## config.mk

```make
export PLATFORM = sky130hd
export DESIGN_NAME = adc_ddr_output_formatter
export DESIGN_NICKNAME = d
export VERILOG_FILES = /design/src/adc_fmt_pkg.sv /design/src/adc_ddr_output_formatter.sv /design/src/sample_formatter.sv /design/src/sync_2ff.sv
export SDC_FILE = /design/constraint.sdc
export NUM_CORES = 1
export LEC_CHECK = 0
export BUFFER_PORTS_ARGS = -buffer_cell sky130_fd_sc_hd__clkbuf_2
export CORE_MARGIN = 1.5
export CORE_UTILIZATION = 48
export CTS_BUF_LIST = sky130_fd_sc_hd__clkbuf_8
export DETAILED_ROUTE_END_ITERATION = 10
export GPL_ROUTABILITY_DRIVEN = 0
export PLACE_DENSITY = 0.89
export RECOVER_POWER = 25
export SLEW_MARGIN = 20
export SYNTH_ARGS = -nofsm -noshare
export SYNTH_HDL_FRONTEND = slang
export SYNTH_SLANG_ARGS = --single-unit
```

## constraint.sdc

```tcl
create_clock -name i_sys_clk -period 2.15 [get_ports i_sys_clk]
set_clock_uncertainty 0.1 [all_clocks]
set_input_delay 0 -clock i_sys_clk [delete_from_list [all_inputs] [get_ports i_sys_clk]]
set_output_delay 0 -clock i_sys_clk [all_outputs]
set_load 0.03 [all_outputs]
```

## src/adc_fmt_pkg.sv

```systemverilog
package adc_fmt_pkg;

    // ************************************************************
    // Widths
    // ************************************************************
    localparam int WORD_W  = 12;
    localparam int PAIRS   = 6;
    localparam int ADDR_W  = 4;
    localparam int DATA_W  = 32;
    localparam int TICK_W  = 3;
    localparam int CUR_W   = 10;

    // ************************************************************
    // Timing
    // ************************************************************
    localparam int SYS_CLK_PERIOD_NS = 20;
    localparam int SAMPLE_PERIOD_NS  = 160;
    localparam int TICKS_PER_SAMPLE  = SAMPLE_PERIOD_NS / SYS_CLK_PERIOD_NS;
    localparam logic [TICK_W-1:0] LAST_TICK = TICK_W'(TICKS_PER_SAMPLE - 1);

    // ************************************************************
    // Register byte offsets
    // ************************************************************
    localparam logic [ADDR_W-1:0] OFS_TIMING      = 4'h0;
    localparam logic [ADDR_W-1:0] OFS_OUTPUT_MODE = 4'h4;
    localparam logic [ADDR_W-1:0] OFS_DATA_FORMAT = 4'h8;
    localparam logic [ADDR_W-1:0] OFS_STATUS      = 4'hC;

    // ************************************************************
    // Field positions and reset values
    // ************************************************************
    localparam int TIM_DCS_BIT   = 0;
    localparam int TIM_PHASE_LSB = 1;
    localparam int TIM_INV_BIT   = 3;
    localparam int OM_CUR_LSB    = 0;
    localparam int OM_TERM_BIT   = 3;
    localparam int DF_TWOS_BIT   = 0;
    localparam int DF_RAND_BIT   = 1;
    localparam int DF_ALT_BIT    = 2;
    localparam int DF_TEST_BIT   = 3;
    localparam int DF_PAT_LSB    = 4;
    localparam logic [3:0] TIMING_RST      = 4'h0;
    localparam logic [3:0] OUTPUT_MODE_RST = 4'h0;
    localparam logic [5:0] DATA_FORMAT_RST = 6'h00;

    // ************************************************************
    // Test patterns and codes
    // ************************************************************
    localparam logic [1:0] PAT_ONES        = 2'h0;
    localparam logic [1:0] PAT_ZEROS       = 2'h1;
    localparam logic [1:0] PAT_ALTERNATING = 2'h2;
    localparam logic [1:0] PAT_CHECKER     = 2'h3;
    localparam logic [WORD_W-1:0] CHECKER_A_WORD = 12'h555;
    localparam logic [WORD_W-1:0] CHECKER_B_WORD = 12'hAAA;
    localparam logic [WORD_W-1:0] ODD_BIT_MASK   = 12'hAAA;
    localparam logic [WORD_W-1:0] MSB_MASK       = 12'h800;
    localparam logic [WORD_W-1:0] FULL_SCALE_POS = 12'hFFF;
    localparam logic [WORD_W-1:0] FULL_SCALE_NEG = 12'h000;
    localparam logic [WORD_W-1:0] ALL_ONES_WORD  = 12'hFFF;
    localparam logic [WORD_W-1:0] ALL_ZEROS_WORD = 12'h000;

    // ************************************************************
    // Driver current, in units of 10 uA
    // ************************************************************
    localparam logic [2:0] CUR_SEL_3P50 = 3'h0;
    localparam logic [2:0] CUR_SEL_4P00 = 3'h1;
    localparam logic [2:0] CUR_SEL_4P50 = 3'h2;
    localparam logic [2:0] CUR_SEL_3P00 = 3'h4;
    localparam logic [2:0] CUR_SEL_2P50 = 3'h5;
    localparam logic [2:0] CUR_SEL_2P10 = 3'h6;
    localparam logic [2:0] CUR_SEL_1P75 = 3'h7;
    localparam logic [CUR_W-1:0] CUR_3P50 = 10'h15E;
    localparam logic [CUR_W-1:0] CUR_4P00 = 10'h190;
    localparam logic [CUR_W-1:0] CUR_4P50 = 10'h1C2;
    localparam logic [CUR_W-1:0] CUR_3P00 = 10'h12C;
    localparam logic [CUR_W-1:0] CUR_2P50 = 10'h0FA;
    localparam logic [CUR_W-1:0] CUR_2P10 = 10'h0D2;
    localparam logic [CUR_W-1:0] CUR_1P75 = 10'h0AF;

endpackage

```

## src/adc_ddr_output_formatter.sv

```systemverilog
`timescale 1ns/1ps
//
// Contract
// - Twelve data bits leave on six pairs, two bits each; flag and clock own pairs.
// - Even bit drives in the first half of each period, odd bit in the second; with zero delay and invert clear that is clock low, then high.
// - With zero phase delay, data changes together with forwarded clock edges.
// - Driver current resets to 3.5mA; a field picks one of seven levels.
// - Enabled internal termination doubles the selected driver current.
// - Overrange flag marks out-of-scale samples and shares the data pipeline delay.
// - With zero delay and clock invert clear, the flag is presented in the clock's low phase.
// - The flag pair is driven to zero in the second half of each period.
// - A two-bit field delays the forwarded clock by 0, 45, 90, 135 degrees.
// - Delay codes: 00 none, 01 eighth, 10 quarter, 11 three eighths of period.
// - Clock invert flips clock polarity independent of delay, giving 45-degree steps.
// - Offset binary by default; two's complement setting inverts the MSB.
// - Full scale gives end codes; beyond full scale saturates with the flag set.
// - Randomizer XORs each data bit above the LSB with the LSB.
// - Randomizer leaves LSB, flag and forwarded clock unchanged.
// - Alternate polarity inverts odd data bits; even bits, flag, clock unchanged.
// - Randomizer and alternate polarity are controlled independently.
// - Test pattern enable forces flag and data to all ones, all zeros, alternating or checkerboard.
// - Alternating pattern toggles flag and data between ones and zeros per sample.
// - Checkerboard toggles between 1010101010101 and 0101010101010 per sample.
// - Test patterns override two's complement, randomizer and alternate polarity.
module adc_ddr_output_formatter
(
    // Clock, reset, enable
    input  wire logic                                i_sys_clk,
    input  wire logic                                i_srst,
    input  wire logic                                i_clk_en,
    // Sample clock pin
    input  wire logic                                i_sample_clock,
    // Converter core result
    input  wire logic [adc_fmt_pkg::WORD_W-1:0]      i_core_code,
    input  wire logic                                i_core_over,
    input  wire logic                                i_core_under,
    // Avalon-MM slave
    input  wire logic [adc_fmt_pkg::ADDR_W-1:0]      i_avs_address,
    input  wire logic                                i_avs_read,
    input  wire logic                                i_avs_write,
    input  wire logic [adc_fmt_pkg::DATA_W-1:0]      i_avs_writedata,
    input  wire logic [3:0]                          i_avs_byteenable,
    output logic      [adc_fmt_pkg::DATA_W-1:0]      o_avs_readdata,
    output logic                                     o_avs_waitrequest,
    // DDR output pairs
    output logic      [adc_fmt_pkg::PAIRS-1:0]       o_data_pair,
    output logic                                     o_overrange_flag,
    output logic                                     o_forwarded_out_clock,
    // Driver control
    output logic      [adc_fmt_pkg::CUR_W-1:0]       o_drive_current_10ua,
    output logic                                     o_termination_enable,
    output logic                                     o_duty_cycle_stabilizer_enable
);
    import adc_fmt_pkg::*;

    // ************************************************************
    // Sample clock edge detect
    // ************************************************************
    logic sample_clock_sync;
    logic sample_clock_last;
    wire  sample_boundary;

    sync_2ff u_sample_clock_sync
    (
        .i_sys_clk (i_sys_clk),
        .i_srst    (i_srst),
        .i_clk_en  (i_clk_en),
        .i_async   (i_sample_clock),
        .o_sync    (sample_clock_sync)
    );

    assign sample_boundary = sample_clock_sync && !sample_clock_last;

    always_ff @(posedge i_sys_clk)
    begin
        if (i_srst)
            sample_clock_last <= 1'b0;
        else if (i_clk_en)
            sample_clock_last <= sample_clock_sync;
    end

    // ************************************************************
    // Tick counter within one sample period
    // ************************************************************
    logic [TICK_W-1:0] tick;
    wire  [TICK_W-1:0] next_tick;

    // Holds at the last tick if the sample clock stops, so pins stay quiet
    assign next_tick = sample_boundary      ? '0 :
                       (tick == LAST_TICK)  ? tick :
                       TICK_W'(tick + 1'b1);

    always_ff @(posedge i_sys_clk)
    begin
        if (i_srst)
            tick <= LAST_TICK;
        else if (i_clk_en)
            tick <= next_tick;
    end

    // ************************************************************
    // Register file
    // ************************************************************
    logic [3:0] timing_control_reg;
    logic [3:0] output_mode_reg;
    logic [5:0] data_format_reg;

    wire        bus_request;
    wire        bus_accept;
    wire        hit_timing;
    wire        hit_output_mode;
    wire        hit_data_format;
    wire        hit_status;
    wire        write_lane0;
    wire [DATA_W-1:0] next_readdata;
    wire [DATA_W-1:0] status_word;

    assign bus_request     = i_avs_read || i_avs_write;
    assign bus_accept      = bus_request && !o_avs_waitrequest;
    assign hit_timing      = (i_avs_address == OFS_TIMING);
    assign hit_output_mode = (i_avs_address == OFS_OUTPUT_MODE);
    assign hit_data_format = (i_avs_address == OFS_DATA_FORMAT);
    assign hit_status      = (i_avs_address == OFS_STATUS);
    assign write_lane0     = i_avs_write && bus_accept && i_avs_byteenable[0];

    assign next_readdata = hit_timing      ? {28'h0000000, timing_control_reg} :
                           hit_output_mode ? {28'h0000000, output_mode_reg} :
                           hit_data_format ? {26'h0000000, data_format_reg} :
                           hit_status      ? status_word :
                           32'h00000000;

    // One wait cycle per access; write lands on the accepting edge
    always_ff @(posedge i_sys_clk)
    begin
        if (i_srst)
        begin
            o_avs_waitrequest <= 1'b1;
            o_avs_readdata    <= '0;
        end
        else if (i_clk_en)
        begin
            o_avs_waitrequest <= !(bus_request && o_avs_waitrequest);
            if (bus_request && o_avs_waitrequest)
                o_avs_readdata <= next_readdata;
        end
    end

    always_ff @(posedge i_sys_clk)
    begin
        if (i_srst)
        begin
            timing_control_reg <= TIMING_RST;
            output_mode_reg    <= OUTPUT_MODE_RST;
            data_format_reg    <= DATA_FORMAT_RST;
        end
        else if (i_clk_en && write_lane0)
        begin
            if (hit_timing)
                timing_control_reg <= i_avs_writedata[3:0];
            if (hit_output_mode)
                output_mode_reg <= i_avs_writedata[3:0];
            if (hit_data_format)
                data_format_reg <= i_avs_writedata[5:0];
        end
    end

    // ************************************************************
    // Driver current and termination
    // ************************************************************
    wire [2:0]       current_select;
    wire [CUR_W-1:0] base_current;
    wire [CUR_W-1:0] next_current;

    assign current_select = output_mode_reg[OM_CUR_LSB +: 3];
    // Unused select code falls back to the standard 3.5mA level
    assign base_current   = (current_select == CUR_SEL_4P00) ? CUR_4P00 :
                            (current_select == CUR_SEL_4P50) ? CUR_4P50 :
                            (current_select == CUR_SEL_3P00) ? CUR_3P00 :
                            (current_select == CUR_SEL_2P50) ? CUR_2P50 :
                            (current_select == CUR_SEL_2P10) ? CUR_2P10 :
                            (current_select == CUR_SEL_1P75) ? CUR_1P75 :
                            CUR_3P50;
    assign next_current   = output_mode_reg[OM_TERM_BIT] ? {base_current[CUR_W-2:0], 1'b0} : base_current;

    always_ff @(posedge i_sys_clk)
    begin
        if (i_srst)
        begin
            o_drive_current_10ua           <= CUR_3P50;
            o_termination_enable           <= 1'b0;
            o_duty_cycle_stabilizer_enable <= 1'b0;
        end
        else if (i_clk_en)
        begin
            o_drive_current_10ua           <= next_current;
            o_termination_enable           <= output_mode_reg[OM_TERM_BIT];
            o_duty_cycle_stabilizer_enable <= timing_control_reg[TIM_DCS_BIT];
        end
    end

    // ************************************************************
    // Sample capture and formatting
    // ************************************************************
    wire [WORD_W-1:0] saturated_code;
    wire              core_flag;
    wire [WORD_W-1:0] formatted_word;
    wire              formatted_flag;
    logic [WORD_W-1:0] out_word;
    logic              out_flag;
    logic              pattern_phase;
    logic [1:0]        active_phase;
    logic              active_invert;

    assign saturated_code = i_core_over  ? FULL_SCALE_POS :
                            i_core_under ? FULL_SCALE_NEG :
                            i_core_code;
    assign core_flag      = i_core_over || i_core_under;

    sample_formatter u_formatter
    (
        .i_code                (saturated_code),
        .i_flag                (core_flag),
        .i_twos                (data_format_reg[DF_TWOS_BIT]),
        .i_rand                (data_format_reg[DF_RAND_BIT]),
        .i_alt                 (data_format_reg[DF_ALT_BIT]),
        .i_test_pattern_enable (data_format_reg[DF_TEST_BIT]),
        .i_pattern             (data_format_reg[DF_PAT_LSB +: 2]),
        .i_pattern_phase       (pattern_phase),
        .o_word                (formatted_word),
        .o_flag                (formatted_flag)
    );

    // Word and clock settings are both taken only at the boundary
    always_ff @(posedge i_sys_clk)
    begin
        if (i_srst)
        begin
            out_word      <= '0;
            out_flag      <= 1'b0;
            pattern_phase <= 1'b0;
            active_phase  <= 2'h0;
            active_invert <= 1'b0;
        end
        else if (i_clk_en && sample_boundary)
        begin
            out_word      <= formatted_word;
            out_flag      <= formatted_flag;
            pattern_phase <= !pattern_phase;
            active_phase  <= timing_control_reg[TIM_PHASE_LSB +: 2];
            active_invert <= timing_control_reg[TIM_INV_BIT];
        end
    end

    // ************************************************************
    // DDR pin drive
    // ************************************************************
    wire               low_half;
    wire [TICK_W-1:0]  shifted_tick;
    wire [PAIRS-1:0]   next_pair;

    assign low_half     = !tick[TICK_W-1];
    // Each phase code step is one tick, one eighth of the period
    assign shifted_tick = TICK_W'(tick - {1'b0, active_phase});

    genvar pair;
    generate
        for (pair = 0; pair < PAIRS; pair = pair + 1)
        begin : g_pair
            assign next_pair[pair] = low_half ? out_word[2*pair] : out_word[2*pair+1];
        end
    endgenerate

    // Data and clock share one register stage so their edges align
    always_ff @(posedge i_sys_clk)
    begin
        if (i_srst)
        begin
            o_data_pair           <= '0;
            o_overrange_flag      <= 1'b0;
            o_forwarded_out_clock <= 1'b0;
        end
        else if (i_clk_en)
        begin
            o_data_pair           <= next_pair;
            o_overrange_flag      <= low_half && out_flag;
            o_forwarded_out_clock <= shifted_tick[TICK_W-1] ^ active_invert;
        end
    end

    // ************************************************************
    // Status word
    // ************************************************************
    wire delay_without_stabilizer;

    assign delay_without_stabilizer = (timing_control_reg[TIM_PHASE_LSB +: 2] != 2'h0) &&
                                      !timing_control_reg[TIM_DCS_BIT];
    assign status_word = {18'h00000, delay_without_stabilizer, out_flag, out_word};

endmodule

```

## src/sample_formatter.sv

```systemverilog
`timescale 1ns/1ps
module sample_formatter
(
    // Sample in
    input  wire logic [adc_fmt_pkg::WORD_W-1:0] i_code,
    input  wire logic                           i_flag,
    // Settings
    input  wire logic                           i_twos,
    input  wire logic                           i_rand,
    input  wire logic                           i_alt,
    input  wire logic                           i_test_pattern_enable,
    input  wire logic [1:0]                     i_pattern,
    input  wire logic                           i_pattern_phase,
    // Word out
    output logic      [adc_fmt_pkg::WORD_W-1:0] o_word,
    output logic                                o_flag
);
    import adc_fmt_pkg::*;

    wire [WORD_W-1:0] coded_word;
    wire [WORD_W-1:0] rand_word;
    wire [WORD_W-1:0] alt_word;
    wire [WORD_W-1:0] pattern_word;
    wire              pattern_flag;

    assign coded_word   = i_twos ? (i_code ^ MSB_MASK) : i_code;
    assign rand_word    = i_rand ? (coded_word ^ {{(WORD_W-1){coded_word[0]}}, 1'b0}) : coded_word;
    // Randomize first so the receiver can undo odd inversion before the XOR
    assign alt_word     = i_alt ? (rand_word ^ ODD_BIT_MASK) : rand_word;

    assign pattern_word = (i_pattern == PAT_ONES)        ? ALL_ONES_WORD :
                          (i_pattern == PAT_ZEROS)       ? ALL_ZEROS_WORD :
                          (i_pattern == PAT_ALTERNATING) ? (i_pattern_phase ? ALL_ZEROS_WORD : ALL_ONES_WORD) :
                          (i_pattern_phase ? CHECKER_B_WORD : CHECKER_A_WORD);
    assign pattern_flag = (i_pattern == PAT_ONES) ||
                          (((i_pattern == PAT_ALTERNATING) || (i_pattern == PAT_CHECKER)) && !i_pattern_phase);

    assign o_word = i_test_pattern_enable ? pattern_word : alt_word;
    assign o_flag = i_test_pattern_enable ? pattern_flag : i_flag;

endmodule

```

## src/sync_2ff.sv

```systemverilog
`timescale 1ns/1ps
module sync_2ff
(
    // Clock and reset
    input  wire logic i_sys_clk,
    input  wire logic i_srst,
    input  wire logic i_clk_en,
    // Signal
    input  wire logic i_async,
    output logic      o_sync
);

    logic meta;

    always_ff @(posedge i_sys_clk)
    begin
        if (i_srst)
        begin
            meta   <= 1'b0;
            o_sync <= 1'b0;
        end
        else if (i_clk_en)
        begin
            meta   <= i_async;
            o_sync <= meta;
        end
    end

endmodule
```

==> impl_metrics.yaml <==
layout:
  area_growth_pct: 18.2
  num_antenna_cells: 0
  top_register: "o_avs_readdata"
  nNetsFinal: 526
  top_regs: "o_avs_readdata: 14 flops, out_word: 12 flops, o_drive_current_10ua: 10 flops"
  fin_util: 0.582
  drive_above_1_share: 0.181
  final_cells: 563
  largest_reg_flops: 14
  final_area_um2: 4200
status:
  outcome: "complete, but fails checks"
  violations: "capacitance limit, slew limit"
cts:
  h-tree-depth: 3
  cts_buffers: 9
  root_buffer: "clkbuf_8"
  cts_tree: "built"
  clk_pin_slew_ps: 70
  clkLatencyLatePin_ps: 340
  cts.path.max_buffers: 2
  cts_resized: 0
  cts_sinks: 72
route:
  wl_per_cell_um: 14.8
  drt_iter0_drc: 175
  dr.pass1.iters: 4
  via_per_inst: 5.42
  antenna_left: 0
  vias: 3052
  totalWireLength_um: 8320
  drc: 0
power_and_ir_drop:
  p_leak_nw: 1.65
  power.density_nw_per_um2: 689
  irDropWorstVdd_mv: 0.338
  power.total_mw: 2.89
worst_setup_path:
  path_class: "reg2reg"
  cp-start-kind: "flop"
  path_cells: "inv_1 -> ha_1 -> nor3b_1 -> o21ai_0 -> nand3_1 -> a21oi_1 -> or2_2"
  cp_slowest_cell: "dfxtp_1"
  worstSetupEndpointType: "flop"
  cp_slowest_stage_delay_ps: 490
  cp_data_arrival_time_ps: 2110
  worstPathRequired_ps: 2280
  r2r_start: "output_mode_reg[1]"
  reg2reg_setup_slack_ps: 170
  r2r-end: "o_drive_current_10ua[4]"
  r2r_cells: 7
  worstPathMaxFanout: 8
synthesis:
  seq_area_frac_synth: 0.406
  ys_ff_latch: 72
  postSynthCellCount: 388
  synthArstFlopShare: 0
  synth-edff-count: 0
  syn_avg_cell_area_um2: 9.16
  synthesis.area_um2: 3550
  yosysWarnings: 0
  synth_cell_type_count: 50
  ys.flop_type: "dfxtp_1"
placed_design:
  portBuffers: 65
  pre_cts_ws_ps: 196
  dp.cells: 536
  dp_hpwl_um: 5960
  place_area_um2: 3920
timing:
  tightest_slew_ps: 1950
  fmax_mhz: 505
  slew_headroom: -0.303
  rsz0062_at_grt: "false"
  drv_slew: 46
  tns_ps: 0
  fin_crit_ps: 1980
  hold_violations: 0
  finalSetupViolCount: 0
  worst_slack_ps: 170
  hold_slack_ps: 18.7
  finalCritPeriodShare: 0.921
floorplan:
  fp.dieW_um: 89.0
  core_um2: 7210
  initial_core_util: 0.492
  dieArea_um2: 7930
  ios: 113
  row_count: 31
  die_h_um: 89.0
grt:
  antenna_found_initial: 0
  grt_pass1_vias: 2735
  grt_pass1_wl_um: 13000
  grt_overflow: 0
  grt_max_degree: 46
  grt_use_total: 0.214
worst_hold_path:
  min_to: "out_word[1]"
  min_path_cells: 4
  hold_class: "in2reg"
  worstHoldStart: "i_core_code[1]"
flow_run:
  maxCapViolCount: 1
layer usage:
layer,share of wire,wire length [um],track usage
met1,0.44,3630,0.264
met2,0.49,4060,0.365
met3,0.053,444,0.0489
met5,0,0,0
met4,0.022,183,0.0811
cells by family (layout without fill, tap and decap cells):
group                      after synthesis  after routing  synth area share
AOI/OAI and AO/OA                       89             89             0.181
DFF                                     72             72             0.406
xor gates and xnor gates                13             13            0.0373
and+or+nand+nor                        116            116             0.156
other                                    1             18           0.00106
adders and majority gates                7              7            0.0247
buffers and inverters                   53            112            0.0754
muxes                                   37             37             0.119
layout by cell type (no fill, tap or decap), types with 4 or more instances in the layout:
| cell | Yosys | layout |
|---|---|---|
| dfxtp_1 | 72 | 72 |
| nor2_1 | 66 | 66 |
| clkbuf_2 | 0 | 41 |
| mux2i_1 | 31 | 31 |
| a21oi_1 | 26 | 26 |
| clkbuf_1 | 20 | 25 |
| conb_1 | 1 | 18 |
| nand2_1 | 17 | 17 |
| a22oi_1 | 12 | 12 |
| clkbuf_8 | 0 | 11 |
| dlygate4sd3_1 | 0 | 11 |
| buf_4 | 18 | 11 |
| a211oi_1 | 10 | 10 |
| xnor2_1 | 9 | 9 |
| inv_1 | 8 | 8 |
| nor3_1 | 7 | 7 |
| ha_1 | 7 | 7 |
| o21a_1 | 6 | 6 |
| nand2b_1 | 5 | 5 |
| a2111oi_1 | 5 | 5 |
| a2bb2oi_1 | 5 | 5 |
| mux4_2 | 4 | 4 |
| o21ai_0 | 4 | 4 |
report_power, final:
group          switching (mW)  internal, mW
sequential             0.0420          1.37
clock                   0.502         0.595
combinational           0.237         0.148
total                   0.781          2.11
cell type report:
cell class                      count  area [um^2]
Fill cell                         625         3010
Multi-Input combinational cell    280         1910
Sequential cell                    72         1440
Timing Repair Buffer               88          492
Clock buffer                       11          151
Tap cell                           99          124
Clock inverter                      5         55.1
Inverter                            8         30.0
critical path: cells and delay by family, from the launching register on:
kind            cells  cell delay (ps)
buf+inv             1              100
compound gates      2              230
simple gates        3              680
flops               1              490
fa+ha+maj           1              270
synthesized netlist by cell type, types with 3 or more instances:
cell type	instances	area (um^2)
dfxtp_1	72	1440
nor2_1	66	248
mux2i_1	31	310
a21oi_1	26	130
clkbuf_1	20	75.1
buf_4	18	135
nand2_1	17	63.8
a22oi_1	12	90.1
a211oi_1	10	75.1
xnor2_1	9	78.8
inv_1	8	30.0
ha_1	7	87.6
nor3_1	7	35.0
buf_1	6	22.5
o21a_1	6	45.0
a2111oi_1	5	50.1
a2bb2oi_1	5	43.8
nand2b_1	5	31.3
mux4_2	4	90.1
o21ai_0	4	20.0
a211o_1	3	26.3
a221o_1	3	30.0
a32oi_1	3	26.3
and3_1	3	18.8
nand3_1	3	15.0
xor2_1	3	26.3
how the worst max path moves through the flow:
stage	cells past startpoint	startpoint	to
CTS	7	output_mode_reg[1]	o_drive_current_10ua[4]
finish	7	output_mode_reg[1]	o_drive_current_10ua[4]
global placement	7	output_mode_reg[1]	o_drive_current_10ua[4]
global route	7	output_mode_reg[1]	o_drive_current_10ua[4]
detailed placement	7	output_mode_reg[1]	o_drive_current_10ua[4]
floorplan	8	output_mode_reg[1]	o_drive_current_10ua[4]
repair_timing:
action,4_1_cts,5_1_grt
endpoints found under the hold margin,19,0
setup buffers,0,0
hold buffers,11,0
No activity file was read; power rests on OpenSTA's default activity.
